## src/pmrf_pkg.sv

```systemverilog
package pmrf_pkg;
	// =====================================================
	// register offsets
	localparam logic [7:0] PMRF_ADDR_POWER_CONTROL = 8'h87;
	localparam logic [7:0] PMRF_ADDR_BROWNOUT_CONTROL = 8'hA3;
	localparam logic [7:0] PMRF_ADDR_UNLOCK = 8'hC7;
	localparam logic [7:0] PMRF_ADDR_IRQ_STATUS = 8'hF0;
	localparam logic [7:0] PMRF_ADDR_IRQ_MASK = 8'hF1;
	localparam logic [7:0] PMRF_ADDR_RESET_CAUSE = 8'hF2;
	// =====================================================
	// power control fields
	localparam int PMRF_BIT_IDLE = 0;
	localparam int PMRF_BIT_PDOWN = 1;
	localparam int PMRF_BIT_COLD = 4;
	localparam logic [7:0] PMRF_POWER_CONTROL_RESET = 8'h10;
	localparam logic [7:0] PMRF_POWER_CONTROL_WMASK = 8'hDF;
	// =====================================================
	// brown-out control fields
	localparam int PMRF_BIT_BOR_FLAG = 1;
	localparam int PMRF_BIT_BOR_EN = 2;
	localparam int PMRF_BIT_BO_EVENT = 3;
	localparam int PMRF_BIT_BO_STATE = 0;
	localparam logic [7:0] PMRF_BOD_RESET = 8'h00;
	localparam logic [7:0] PMRF_BOD_WMASK = 8'hFE;
	// =====================================================
	// unlock sequence bytes
	localparam logic [7:0] PMRF_UNLOCK_KEY1 = 8'hAA;
	localparam logic [7:0] PMRF_UNLOCK_KEY2 = 8'h55;
	localparam int PMRF_UNLOCK_WINDOW = 4;
	// =====================================================
	// interrupt status bits
	localparam int PMRF_IRQ_WAKE = 0;
	localparam int PMRF_IRQ_BROWNOUT = 1;
	localparam int PMRF_IRQ_RESET = 2;
	localparam int PMRF_IRQ_W = 3;
	// =====================================================
	// reset cause codes and fetch address
	localparam logic [2:0] PMRF_CAUSE_POR = 3'h0;
	localparam logic [2:0] PMRF_CAUSE_BOR = 3'h1;
	localparam logic [2:0] PMRF_CAUSE_PIN = 3'h2;
	localparam logic [2:0] PMRF_CAUSE_WDT = 3'h3;
	localparam logic [2:0] PMRF_CAUSE_SW = 3'h4;
	localparam logic [15:0] PMRF_RESET_VECTOR = 16'h0000;
	// =====================================================
	// oscillator settling
	localparam int PMRF_OSC_SETTLE_NS = 200;
	localparam int PMRF_CLK_PERIOD_NS = 5;
	localparam int PMRF_OSC_SETTLE_CYC = (PMRF_OSC_SETTLE_NS + PMRF_CLK_PERIOD_NS - 1)
		/ PMRF_CLK_PERIOD_NS;

	typedef enum logic [3:0] {
		PMRF_RUN = 4'h1,
		PMRF_IDLE = 4'h2,
		PMRF_PDOWN = 4'h4,
		PMRF_SETTLE = 4'h8
	} pmrf_state_e;
endpackage : pmrf_pkg

```

## src/pmrf_top.sv

```systemverilog
`timescale 1ns/1ps
`default_nettype none
module pmrf_top
	import pmrf_pkg::*;
#(
	parameter int SETTLE_CYC = PMRF_OSC_SETTLE_CYC
) (
	// clock and reset
	input wire logic CLOCK_I,
	input wire logic RST_N_I,
	// power and reset sources
	input wire logic SUPPLY_OK_I,
	input wire logic PIN_RESET_I,
	input wire logic WDT_RESET_I,
	input wire logic SW_RESET_I,
	input wire logic BROWNOUT_DETECT_I,
	// interrupt sources: enabled pending lines
	input wire logic INT_PENDING_I,
	input wire logic [5:0] PDOWN_WAKE_I,
	// register port
	input wire logic [7:0] ADDR_I,
	input wire logic [7:0] WDATA_I,
	input wire logic WR_I,
	input wire logic RD_I,
	output logic [7:0] RDATA_O,
	// system controls
	output logic CORE_RESET_O,
	output logic CPU_CLK_EN_O,
	output logic PERIPH_CLK_EN_O,
	output logic OSC_EN_O,
	output logic WAKE_SERVICE_O,
	output logic [15:0] FETCH_ADDR_O,
	output logic [2:0] RESET_CAUSE_O,
	output logic IRQ_O
);
	// =====================================================
	// state
	pmrf_state_e state_q, state_d;
	logic [7:0] power_control_q;
	logic [7:0] bod_q;
	logic [1:0] unlock_q;
	logic [2:0] unlock_cnt_q;
	logic [15:0] settle_q;
	logic [2:0] cause_q;
	logic [PMRF_IRQ_W-1:0] irq_st_q, irq_mask_q;
	logic in_reset_q;
	logic from_pdown_q;
	logic [7:0] rdata_q;

	function automatic logic hit(input logic [7:0] a, input logic [7:0] r);
		hit = (a == r);
	endfunction : hit

	// =====================================================
	// decode
	wire wr_power_control = WR_I && hit(ADDR_I, PMRF_ADDR_POWER_CONTROL);
	wire wr_bod = WR_I && hit(ADDR_I, PMRF_ADDR_BROWNOUT_CONTROL);
	wire wr_unlock = WR_I && hit(ADDR_I, PMRF_ADDR_UNLOCK);
	wire wr_ist = WR_I && hit(ADDR_I, PMRF_ADDR_IRQ_STATUS);
	wire wr_imask = WR_I && hit(ADDR_I, PMRF_ADDR_IRQ_MASK);
	wire unlocked = unlock_q[1];
	wire bod_wr_ok = wr_bod && unlocked;
	wire bor_fire = BROWNOUT_DETECT_I && bod_q[PMRF_BIT_BOR_EN];
	// supply low holds reset as power-on
	wire por = !RST_N_I || !SUPPLY_OK_I;
	wire any_reset = por || bor_fire || PIN_RESET_I || WDT_RESET_I || SW_RESET_I;
	wire [2:0] cause_now = por ? PMRF_CAUSE_POR :
		bor_fire ? PMRF_CAUSE_BOR :
		PIN_RESET_I ? PMRF_CAUSE_PIN :
		WDT_RESET_I ? PMRF_CAUSE_WDT : PMRF_CAUSE_SW;
	wire pd_wake = |PDOWN_WAKE_I;
	wire idle_wake = INT_PENDING_I || pd_wake;
	wire [PMRF_IRQ_W-1:0] irq_ev;
	assign irq_ev[PMRF_IRQ_WAKE] = (state_q == PMRF_SETTLE && settle_q == 16'h0000)
		|| (state_q == PMRF_IDLE && idle_wake);
	assign irq_ev[PMRF_IRQ_BROWNOUT] = BROWNOUT_DETECT_I && !bod_q[PMRF_BIT_BO_EVENT];
	assign irq_ev[PMRF_IRQ_RESET] = in_reset_q && !any_reset;
	wire [7:0] rd_mux = hit(ADDR_I, PMRF_ADDR_POWER_CONTROL) ? power_control_q :
		hit(ADDR_I, PMRF_ADDR_BROWNOUT_CONTROL) ? bod_q :
		hit(ADDR_I, PMRF_ADDR_IRQ_STATUS) ? {5'h00, irq_st_q} :
		hit(ADDR_I, PMRF_ADDR_IRQ_MASK) ? {5'h00, irq_mask_q} :
		hit(ADDR_I, PMRF_ADDR_RESET_CAUSE) ? {5'h00, cause_q} : 8'h00;

	// =====================================================
	// power-mode sequencer
	always_comb begin
		state_d = state_q;
		case (state_q)
			PMRF_RUN: begin
				if (wr_power_control && WDATA_I[PMRF_BIT_PDOWN]) begin
					state_d = PMRF_PDOWN;
				end else if (wr_power_control && WDATA_I[PMRF_BIT_IDLE]) begin
					state_d = PMRF_IDLE;
				end
			end
			PMRF_IDLE: begin
				if (idle_wake) begin
					state_d = PMRF_RUN;
				end
			end
			PMRF_PDOWN: begin
				if (pd_wake) begin
					state_d = PMRF_SETTLE;
				end
			end
			PMRF_SETTLE: begin
				if (settle_q == 16'h0000) begin
					state_d = PMRF_RUN;
				end
			end
			default: begin
				state_d = PMRF_RUN;
			end
		endcase
	end

	always_ff @(posedge CLOCK_I) begin
		if (any_reset) begin
			state_q <= PMRF_RUN;
			settle_q <= 16'h0000;
			unlock_q <= 2'h0;
			unlock_cnt_q <= 3'h0;
			irq_mask_q <= '0;
			from_pdown_q <= 1'b0;
		end else begin
			state_q <= state_d;
			if (state_q == PMRF_PDOWN && pd_wake) begin
				settle_q <= SETTLE_CYC[15:0];
			end else if (settle_q != 16'h0000) begin
				settle_q <= settle_q - 16'h0001;
			end
			from_pdown_q <= (state_q == PMRF_SETTLE);
			if (wr_unlock && WDATA_I == PMRF_UNLOCK_KEY1) begin
				unlock_q <= 2'h1;
			end else if (wr_unlock && unlock_q[0] && WDATA_I == PMRF_UNLOCK_KEY2) begin
				unlock_q <= 2'h2;
				unlock_cnt_q <= PMRF_UNLOCK_WINDOW[2:0];
			end else if (wr_bod || unlock_cnt_q == 3'h1) begin
				unlock_q <= 2'h0;
			end
			if (unlock_cnt_q != 3'h0) begin
				unlock_cnt_q <= unlock_cnt_q - 3'h1;
			end
			if (wr_imask) begin
				irq_mask_q <= WDATA_I[PMRF_IRQ_W-1:0];
			end
		end
	end

	// =====================================================
	// power control and cause flags
	always_ff @(posedge CLOCK_I) begin
		if (por) begin
			power_control_q <= PMRF_POWER_CONTROL_RESET;
			bod_q <= PMRF_BOD_RESET;
		end else if (any_reset) begin
			power_control_q <= PMRF_POWER_CONTROL_RESET & {3'h0, power_control_q[PMRF_BIT_COLD], 4'h0};
			if (bor_fire) begin
				bod_q[PMRF_BIT_BOR_FLAG] <= 1'b1;
			end
		end else begin
			if (wr_power_control) begin
				power_control_q <= WDATA_I & PMRF_POWER_CONTROL_WMASK;
			end else if (state_q == PMRF_SETTLE && settle_q == 16'h0000) begin
				power_control_q[PMRF_BIT_PDOWN] <= 1'b0;
				power_control_q[PMRF_BIT_IDLE] <= 1'b0;
			end else if (state_q == PMRF_IDLE && idle_wake) begin
				power_control_q[PMRF_BIT_IDLE] <= 1'b0;
			end
			if (bod_wr_ok) begin
				bod_q <= WDATA_I & PMRF_BOD_WMASK;
			end
			if (BROWNOUT_DETECT_I) begin
				bod_q[PMRF_BIT_BO_EVENT] <= 1'b1;
			end
			bod_q[PMRF_BIT_BO_STATE] <= BROWNOUT_DETECT_I;
		end
	end

	always_ff @(posedge CLOCK_I) begin
		if (!RST_N_I) begin
			cause_q <= PMRF_CAUSE_POR;
			in_reset_q <= 1'b1;
			irq_st_q <= '0;
		end else begin
			in_reset_q <= any_reset;
			if (any_reset) begin
				cause_q <= cause_now;
			end
			// set wins over write-one-to-clear
			irq_st_q <= (irq_st_q & ~(wr_ist ? WDATA_I[PMRF_IRQ_W-1:0] : '0)) | irq_ev;
		end
	end

	// =====================================================
	// registered outputs
	always_ff @(posedge CLOCK_I) begin
		if (!RST_N_I) begin
			RDATA_O <= 8'h00;
			CORE_RESET_O <= 1'b1;
			CPU_CLK_EN_O <= 1'b0;
			PERIPH_CLK_EN_O <= 1'b0;
			OSC_EN_O <= 1'b0;
			WAKE_SERVICE_O <= 1'b0;
			FETCH_ADDR_O <= PMRF_RESET_VECTOR;
			RESET_CAUSE_O <= PMRF_CAUSE_POR;
			IRQ_O <= 1'b0;
		end else begin
			RDATA_O <= RD_I ? rd_mux : 8'h00;
			CORE_RESET_O <= any_reset;
			// power-down stops all clocks; idle stops CPU only
			CPU_CLK_EN_O <= !any_reset && state_d == PMRF_RUN;
			PERIPH_CLK_EN_O <= !any_reset && state_d != PMRF_PDOWN && state_d != PMRF_SETTLE;
			OSC_EN_O <= SUPPLY_OK_I && state_d != PMRF_PDOWN;
			// wake pulse: core runs handler then returns past request
			WAKE_SERVICE_O <= irq_ev[PMRF_IRQ_WAKE];
			FETCH_ADDR_O <= PMRF_RESET_VECTOR;
			RESET_CAUSE_O <= cause_q;
			IRQ_O <= |(irq_st_q & irq_mask_q);
		end
	end
endmodule : pmrf_top
`default_nettype wire

```

## config.mk

```make
export PLATFORM = sky130hd
export DESIGN_NAME = pmrf_top
export DESIGN_NICKNAME = d
export VERILOG_FILES = /design/src/pmrf_pkg.sv /design/src/pmrf_top.sv
export SDC_FILE = /design/constraint.sdc
export NUM_CORES = 1
export LEC_CHECK = 0
export BUFFER_PORTS_ARGS = -buffer_cell sky130_fd_sc_hd__buf_2
export CORE_MARGIN = 5
export CORE_UTILIZATION = 59
export CTS_CLUSTER_DIAMETER = 30
export DETAILED_ROUTE_END_ITERATION = 8
export PLACE_DENSITY = 0.89
export SLEW_MARGIN = 5
export SYNTH_ARGS = -nofsm -noshare
export SYNTH_HDL_FRONTEND = slang
export SYNTH_SLANG_ARGS = --single-unit
export TNS_END_PERCENT = 30
```

## constraint.sdc

```tcl
create_clock -name CLOCK_I -period 4.8 [get_ports CLOCK_I]
set_input_delay 0.96 -clock CLOCK_I [delete_from_list [all_inputs] [get_ports CLOCK_I]]
set_output_delay 0.96 -clock CLOCK_I [all_outputs]
set_load 0.1 [all_outputs]
```

Word-level counts from Yosys, hierarchy flattened
Index checks and enable logic that the tools add are counted.
{"block": "op_classes", "reduce_logical": 56, "n_eq_ne": 18, "n_addsub": 2, "div": 0, "bitwise_logic": 6, "shift": 0, "magnitude_cmp": 0, "mul": 0, "n_mux": 32}
{"op": "$eq A8 B8 Y1 const B", "n": 7}
{"op": "$mux W3", "n": 11}
{"op": "$mux W4", "n": 6}
{"op": "$logic_and A1 B1 Y1", "n": 21}
{"op": "$logic_not A16 Y1", "n": 1}
{"op": "$mux W8", "n": 2}
{"op": "$pmux W4 S4", "n": 1}
{"op": "$reduce_bool A16 Y1", "n": 1}
{"op": "$sub A16 B1 Y16 const B", "n": 1}
{"op": "$mux W6", "n": 2}
{"op": "$reduce_and A2 Y1", "n": 6}
{"op": "$reduce_bool A2 Y1", "n": 6}
{"op": "$reduce_bool A3 Y1", "n": 3}
{"op": "$eq A4 B1 Y1 const B", "n": 2}
{"op": "$eq A8 B7 Y1 const B", "n": 1}
{"op": "$logic_or A1 B1 Y1", "n": 8}
{"op": "$reduce_or A2 Y1", "n": 4}
{"op": "$mux W1", "n": 7}
{"op": "$and A3 B3 Y3", "n": 2}
{"op": "$mux W2", "n": 3}
{"op": "$reduce_or A6 Y1", "n": 1}
{"op": "$eq A4 B2 Y1 const B", "n": 1}
{"op": "$eq A4 B3 Y1 const B", "n": 1}
{"op": "$eq A4 B4 Y1 const B", "n": 1}
{"op": "11 further kinds", "n": 15}
{"block": "word_totals", "romBits": 0, "out_inout_bits": 33, "register_bits": 66, "ramBits": 0, "latchBits": 0, "wordCells": 140, "memories": 0}

Logic depth before layout (Yosys ltp)
Gate-level depths: netlist of run 1.
{"block": "depth", "depth_word": 9, "depth_mapped": 7}

Worst setup path after synthesis of run 1
No wires, ideal clock.
{"block": "synth_path", "kind": "input to register", "start": "in PDOWN_WAKE_I[3]", "end": "reg state_q[0]", "n_path_buf": 0, "t_arrival_ns": 2.224, "t_required_ns": 4.673, "setup_ns": 0.127, "path_slack_ns": 2.449, "path_stages": 4, "cell_sequence": "or4_4 o31ai_1 o21ai_1 or3b_1"}
{"block": "synth_via", "elab_chain_cells": 4, "word_cells_on_any_way": 5, "classes_between": "mux (3); reduce/logical (2)"}
{"item": "from (decl)", "line_no": "pmrf_top.sv:19", "text": "input wire logic [5:0] PDOWN_WAKE_I,"}
{"item": "$reduce_or A6 Y1 (*)", "line_no": "pmrf_top.sv:71", "text": "wire pd_wake = |PDOWN_WAKE_I;"}
{"item": "$logic_or A1 B1 Y1", "line_no": "pmrf_top.sv:72", "text": "wire idle_wake = INT_PENDING_I || pd_wake;"}
{"item": "$mux W4", "line_no": "pmrf_top.sv:97", "text": "if (idle_wake) begin"}
{"item": "$pmux W4 S4 (*)", "line_no": "pmrf_top.sv:88", "text": "case (state_q)"}
{"item": "to (signal assigned)", "line_no": "pmrf_top.sv:126", "text": "state_q <= state_d;"}
{"item": "to (decl)", "line_no": "pmrf_top.sv:38", "text": "pmrf_state_e state_q, state_d;"}
Every way passes the cells marked *; elsewhere a longest branch is shown, timed or not.
A chain may end at the register's enable or synchronous reset.

Worst setup path in the final report of run 1
{"block": "layout_path", "start": "in RST_N_I", "end": "reg state_q[0]"}
{"block": "layout_via", "elab_chain_cells": 6}
{"item": "from (decl)", "line_no": "pmrf_top.sv:10", "text": "input wire logic RST_N_I,"}
{"item": "$logic_not A1 Y1"}
{"item": "$logic_or A1 B1 Y1", "line_no": "pmrf_top.sv:65", "text": "wire por = !RST_N_I || !SUPPLY_OK_I;"}
{"item": "$logic_or A1 B1 Y1 (4 in a row)", "line_no": "pmrf_top.sv:66", "text": "wire any_reset = por || bor_fire || PIN_RESET_I || WDT_RESET_I || SW_RESET_I;"}
Every way passes these cells.

==> results of run 1 <==
## per-layer routing
layer | global-route usage | vias up
met2 | 0.345 | 121
met5 | 0 | -
met1 | 0.271 | 1308
met3 | 0.0464 | 24
li1 | - | 1398
met4 | 0.107 | 0
## through the flow
step | worst slack, ns | std cells | total power [mW] | utilization | hold WS, ns
6_report | 2.04 | 477 | 1.12 | 0.663 | 0.463
5_1_grt | 1.91 | 477 | 1.15 | 0.663 | 0.489
4_1_cts | 2.08 | 477 | 1.12 | 0.663 | 0.459
3_5_place_dp | 1.74 | 462 | 0.677 | 0.629 | 0.450
3_3_place_gp | 1.81 | 462 | 0.675 | 0.629 | 0.445
2_1_floorplan | 2.45 | 375 | 0.661 | - | 0.428
## sequential cells by signal, indices dropped and copies added (netlist names), 2 cells and up
name and flops:
RESET_CAUSE_O 3, settle_q 16, unlock_cnt_q 3, state_q 4, unlock_q 2, irq_st_q 3
RDATA_O 8, cause_q 3, power_control_q 7, irq_mask_q 3, bod_q 8
## worst max-delay path, delay by kind of cell
family / cells / cell delay, ns
buf+inv: 3 / 0.95
simple gates: 3 / 1.06
## cell usage in the layout, fill, tap and decap left out, types with 8 or more instances in the layout
cell	count
a21oi_1	21
and2_1	8
buf_2	48
clkbuf_8	10
conb_1	16
dfxtp_1	66
mux2i_1	15
nand2_1	26
nand3_1	19
nand3b_1	12
nor2_1	22
o21ai_0	12
## how the worst max path moves through the flow
stage / from / endpoint / cells past startpoint
2_1_floorplan: PDOWN_WAKE_I[3] / state_q[0] / 4
5_1_grt: RST_N_I / state_q[0] / 6
3_3_place_gp: RST_N_I / state_q[0] / 6
4_1_cts: RST_N_I / state_q[0] / 6
6_report: RST_N_I / state_q[0] / 6
3_5_place_dp: RST_N_I / state_q[0] / 6
## cell type report
cell class / instances / share of cell area
Clock buffer: 12 / 0.0405
Sequential cell: 66 / 0.369
Timing Repair Buffer: 49 / 0.0691
Inverter: 6 / 0.00628
Tap cell: 72 / 0.0251
Clock inverter: 3 / 0.0112
Multi-Input combinational cell: 269 / 0.479
## power groups by stage
stage | clock network, mW | logic [mW] | registers, mW
finish | 0.452 | 0.113 | 0.553
global placement | 0 | 0.110 | 0.565
detailed placement | 0 | 0.112 | 0.565
floorplan | 0 | 0.0865 | 0.575
global route | 0.478 | 0.118 | 0.553
CTS | 0.455 | 0.112 | 0.553
## cell families after synthesis
| family | count (synthesis) | share of synthesized area |
|---|---|---|
| buffers and inverters | 40 | 0.0760 |
| DFF | 66 | 0.409 |
| xor gates and xnor gates | 1 | 0.00271 |
| muxes | 15 | 0.0465 |
| other | 1 | 0.00116 |
| and+or+nand+nor | 152 | 0.284 |
| AOI/OAI and AO/OA | 83 | 0.172 |
| adders and majority gates | 2 | 0.00775 |
==> flow_metrics.env, run 1 <==
export IMPL_outcome="finished, final reports clean"
export IMPL_design_area_um2=3580
export IMPL_wl_met1_um=3290
export IMPL_antenna_found_initial=0
export IMPL_syn_area_um2=3230
export IMPL_cts_resized=0
export IMPL_grt_pass1_wl_um=12400
export IMPL_synth_seq_cells=66
export IMPL_fin_skew_ns=0.00875
export IMPL_gp_congestion=0.836
export IMPL_ys_seq_area_frac=0.409
export IMPL_cp_cell_sequence="buf_2 -> nand2_1 -> and3b_1 -> buf_4 -> inv_1 -> or3b_1"
export IMPL_cts_hold_repair_buffers=0
export IMPL_period_minus_slack_ns=2.76
export IMPL_finalNetCount=435
export IMPL_slew_headroom=0.495
export IMPL_finalHoldViolCount=0
export IMPL_cpPeakStageDelay_ns=0.48
export IMPL_startpoint_type="primary input"
export IMPL_cap_violations=0
export IMPL_async_flop_share=0
export IMPL_p_clk_frac=0.404
export IMPL_num_antenna_cells=0
export IMPL_grt_setup_unrepaired="false"
export IMPL_dr_wl_met2_um=3460
export IMPL_min_path_type="register to register"
export IMPL_cp_max_fo=34
export IMPL_antenna_left=0
export IMPL_die_h_um=84.0
export IMPL_hold_start="power_control_q[3]"
export IMPL_yosys_top_cells_count="dfxtp_1, nand2_1, nor2_1"
export IMPL_finalSetupViolations=0
export IMPL_avgSynthCellArea_um2=8.97
export IMPL_cts_made_buffers=9
export IMPL_grt_pass1_vias=2617
export IMPL_floorplan_initialDensity=0.597
export IMPL_fmax_mhz=362
export IMPL_cp_end_kind="register"
export IMPL_r2r_end="power_control_q[0]"
export IMPL_clk_latency_ns=0.34
export IMPL_dr_total_vias=2851
export IMPL_p_leak_nw=1.35
export IMPL_synth_edff_count=0
export IMPL_clockRootBuffer="clkbuf_8"
export IMPL_r2r_slack_ns=2.72
export IMPL_pwr_share_comb=0.101
export IMPL_route_met3_wl_um=511
export IMPL_area_delta_synth_final_pct=11.0
export IMPL_critical_path_slowest_cell="or3b_1"
export IMPL_grt_overflow=0
export IMPL_holdPathEnd="power_control_q[3]"
export IMPL_drive_above_1_share=0.185
export IMPL_worst_pin_slew_ns=0.757
export IMPL_n_fill_cell=464
export IMPL_postCtsSetupRepairBufs=0
export IMPL_r2r_cells=4
export IMPL_drt_iter0_drc=199
export IMPL_seq_area_um2=1320
export IMPL_htree_num_levels=3
export IMPL_powerDensity_nw_per_um2=312
export IMPL_path_clk_slew_ns=0.07
export IMPL_synthFlopType="dfxtp_1"
export IMPL_path_class="primary input to register"
export IMPL_synth_top_cell_area_share=0.409
export IMPL_multi_input_area_um2=1720
export IMPL_post_drt_wl_per_cell_um=15.6
export IMPL_power_net_switching_mw=0.297
export IMPL_cts_tree="done"
export IMPL_dp_hpwl_um=5420
export IMPL_port_buffers=48
export IMPL_power_frac_seq=0.494
export IMPL_drc_errors=0
export IMPL_wl_um=7460
export IMPL_cts_buffer_depth=2
export IMPL_whs_path_depth=2
export IMPL_track_usage=0.215
export IMPL_post_dp_cell_area_um2=3400
export IMPL_ys_warnings_count=0
export IMPL_clock_sinks=66
export IMPL_synth_cells=360
export IMPL_swShare=0.266
export IMPL_slew_violations=0
export IMPL_fp_coreArea_um2=5410
export IMPL_yosys_cell_types_count=66
export IMPL_arrival_ns=2.98
export IMPL_dieArea_um2=7050
export IMPL_grt_max_degree=35
export IMPL_synth_area_leaders="dfxtp_1, mux2i_1, buf_4"
export IMPL_cp_data_required_time_ns=5.02
export IMPL_synth_area_leader_cell="dfxtp_1"
export IMPL_top_layer_used="met4"
export IMPL_fin_tns_setup_ns=0
export IMPL_synthMostInstantiatedCell="dfxtp_1"
export IMPL_peakVddDrop_uv=211
export IMPL_row_count=27
export IMPL_fin_crit_sh=0.576
export IMPL_die_w_um=84.0
export IMPL_p_int_mw=0.820
export IMPL_vias_per_cell=5.98
export IMPL_first_pass_iters=5
export IMPL_io_pins=65
export IMPL_r2r_start="settle_q[7]"
Power figures use the tool's default switching activity.
==> inputs of run 2 (changes only) <==
--- a/config.mk
+++ b/config.mk
@@ -7,10 +7,10 @@
 export LEC_CHECK = 0
 export BUFFER_PORTS_ARGS = -buffer_cell sky130_fd_sc_hd__buf_2
 export CORE_MARGIN = 5
-export CORE_UTILIZATION = 59
+export CORE_UTILIZATION = 49
 export CTS_CLUSTER_DIAMETER = 30
 export DETAILED_ROUTE_END_ITERATION = 8
-export PLACE_DENSITY = 0.89
+export PLACE_DENSITY = 0.79
 export SLEW_MARGIN = 5
 export SYNTH_ARGS = -nofsm -noshare
 export SYNTH_HDL_FRONTEND = slang
==> constraint.sdc (replaced) <==
create_clock -name CLOCK_I -period 2.3 [get_ports CLOCK_I]
set_input_delay 0.46 -clock CLOCK_I [delete_from_list [all_inputs] [get_ports CLOCK_I]]
set_output_delay 0.46 -clock CLOCK_I [all_outputs]
set_load 0.1 [all_outputs]
==> flow_metrics.env, run 2 (synthesized netlist as in run 1, its figures left out) <==
export IMPL_outcome="finished, final reports clean"
export IMPL_use_met3=0.0686
export IMPL_wl_um=7800
export IMPL_p_int_mw=1.64
export IMPL_area_delta_synth_final_pct=13.1
export IMPL_cp_cell_sequence="inv_1 -> ha_1 -> nor4b_1 -> and4_1 -> or4b_1 -> a31oi_1"
export IMPL_num_antenna_cells=0
export IMPL_cp_data_required_time_ns=2.57
export IMPL_power_frac_seq=0.509
export IMPL_htree_num_levels=3
export IMPL_cts_hold_repair_buffers=0
export IMPL_io_pins=65
export IMPL_finalSetupViolations=0
export IMPL_p_clk_frac=0.384
export IMPL_cts_tree="done"
export IMPL_slew_headroom=0.610
export IMPL_min_path_type="primary input to register"
export IMPL_post_drt_wl_per_cell_um=15.9
export IMPL_grt_setup_unrepaired="false"
export IMPL_startpoint_type="register"
export IMPL_floorplan_initialDensity=0.505
export IMPL_clock_sinks=66
export IMPL_peakVddDrop_uv=327
export IMPL_antenna_left=0
export IMPL_dp_hpwl_um=5710
export IMPL_grt_pass1_vias=2738
export IMPL_final_cell_mix="dfxtp_1, buf_2, nand2_1, nor2_1, a21oi_1"
export IMPL_path_clk_slew_ns=0.07
export IMPL_global_route_usage_met1=0.250
export IMPL_port_buffers=48
export IMPL_grt_use_met2=0.296
export IMPL_path_class="register to register"
export IMPL_period_minus_slack_ns=1.90
export IMPL_drt_iter0_drc=165
export IMPL_fin_tns_setup_ns=0
export IMPL_cp_end_kind="register"
export IMPL_largest_register_ffs=16
export IMPL_fin_skew_ns=0.00852
export IMPL_p_leak_nw=1.39
export IMPL_p_total_mw=2.26
export IMPL_power_net_switching_mw=0.627
export IMPL_layout_commonest_cell="dfxtp_1"
export IMPL_worst_pin_slew_ns=0.579
export IMPL_regMostFlops="settle_q"
export IMPL_cts_buffer_depth=2
export IMPL_cp_max_fo=7
export IMPL_clockRootBuffer="clkbuf_8"
export IMPL_cpPeakStageDelay_ns=0.48
export IMPL_drive_above_1_share=0.205
export IMPL_swShare=0.277
export IMPL_dieArea_um2=8310
export IMPL_finalHoldViolCount=0
export IMPL_row_count=29
export IMPL_slew_violations=0
export IMPL_cts_resized=0
export IMPL_critical_path_slowest_cell="or4b_1"
export IMPL_fin_crit_sh=0.826
export IMPL_arrival_ns=2.17
export IMPL_reg_top3="settle_q: 16 flops, RDATA_O: 8 flops, bod_q: 8 flops"
export IMPL_grt_overflow=0
export IMPL_grt_pass1_wl_um=13000
export IMPL_grt_busiest_layer="met2"
export IMPL_antenna_found_initial=0
export IMPL_die_w_um=91.2
export IMPL_clk_latency_ns=0.34
export IMPL_first_pass_iters=5
export IMPL_cap_violations=0
export IMPL_vias_per_cell=5.87
export IMPL_n_fill_cell=585
export IMPL_drc_errors=0
export IMPL_finalNetCount=445
export IMPL_die_h_um=91.2
export IMPL_cts_made_buffers=9
export IMPL_fp_coreArea_um2=6390
export IMPL_dr_total_vias=2887
export IMPL_fmax_mhz=526
export IMPL_gp_congestion=0.899
export IMPL_grt_max_degree=23
export IMPL_postCtsSetupRepairBufs=0
export IMPL_pwr_share_comb=0.106
export IMPL_track_usage=0.190
export IMPL_powerDensity_nw_per_um2=620
[run 2: cell types whose count changed in the layout (fill, tap and decap cells not counted)]
cell        previous run  this run
clkbuf_8              10        11
buf_4                  1        11
clkinvlp_4             0         1
bufinv_16              1         0
clkinv_2               2         1
[run 2: metal layers]
metal	wire length (um)	up-vias
li1	-	1419
met1	3410	1348
met2	3600	113
met3	716	7
met4	70	0
met5	0	-
[run 2: power groups by stage]
stage	sequential (mW)	clock, mW	combinational, mW
finish	1.15	0.870	0.240
global route	1.15	0.952	0.251
CTS	1.15	0.883	0.238
detailed placement	1.18	0	0.237
global placement	1.18	0	0.235
floorplan	1.20	0	0.180
[run 2: worst paths after layout]
kind / startpoint / to / slack [ns] / cells after the start
max: settle_q[0] / settle_q[3] / 0.40 / 6
min: PIN_RESET_I / cause_q[2] / 0.33 / 2
max reg2reg: settle_q[0] / settle_q[3] / 0.40 / 6
min reg2reg: bod_q[0] / RDATA_O[0] / 0.46 / 2
[run 2: cell type report]
class                           count  area, um^2  area share
Clock buffer                       13         159      0.0435
Sequential cell                    66        1320       0.362
Clock inverter                      2        12.5     0.00343
Tap cell                           77        96.3      0.0264
Timing Repair Buffer               59         323      0.0884
Inverter                            6        22.5     0.00617
Multi-Input combinational cell    269        1720       0.470
[run 2: worst max-delay path: cells and delay by family, from the launching register on]
| kind | cells | cell delay, ns |
|---|---|---|
| and+or+nand+nor | 3 | 0.95 |
| buffers and inverters | 1 | 0.08 |
| DFF | 1 | 0.37 |
| AOI/OAI and AO/OA | 1 | 0.16 |
| adders and majority gates | 1 | 0.28 |
[run 2: stage by stage]
step	utilization	cell area (um^2)	cells	hold WS (ns)	setup WS (ns)
4_1_cts	0.572	3650	492	0.326	0.409
5_1_grt	0.572	3650	492	0.321	0.103
3_5_place_dp	0.545	3480	477	0.445	0.258
3_3_place_gp	0.545	3480	477	0.448	0.276
2_1_floorplan	-	3280	375	0.428	0.449
6_report	0.572	3650	492	0.334	0.399
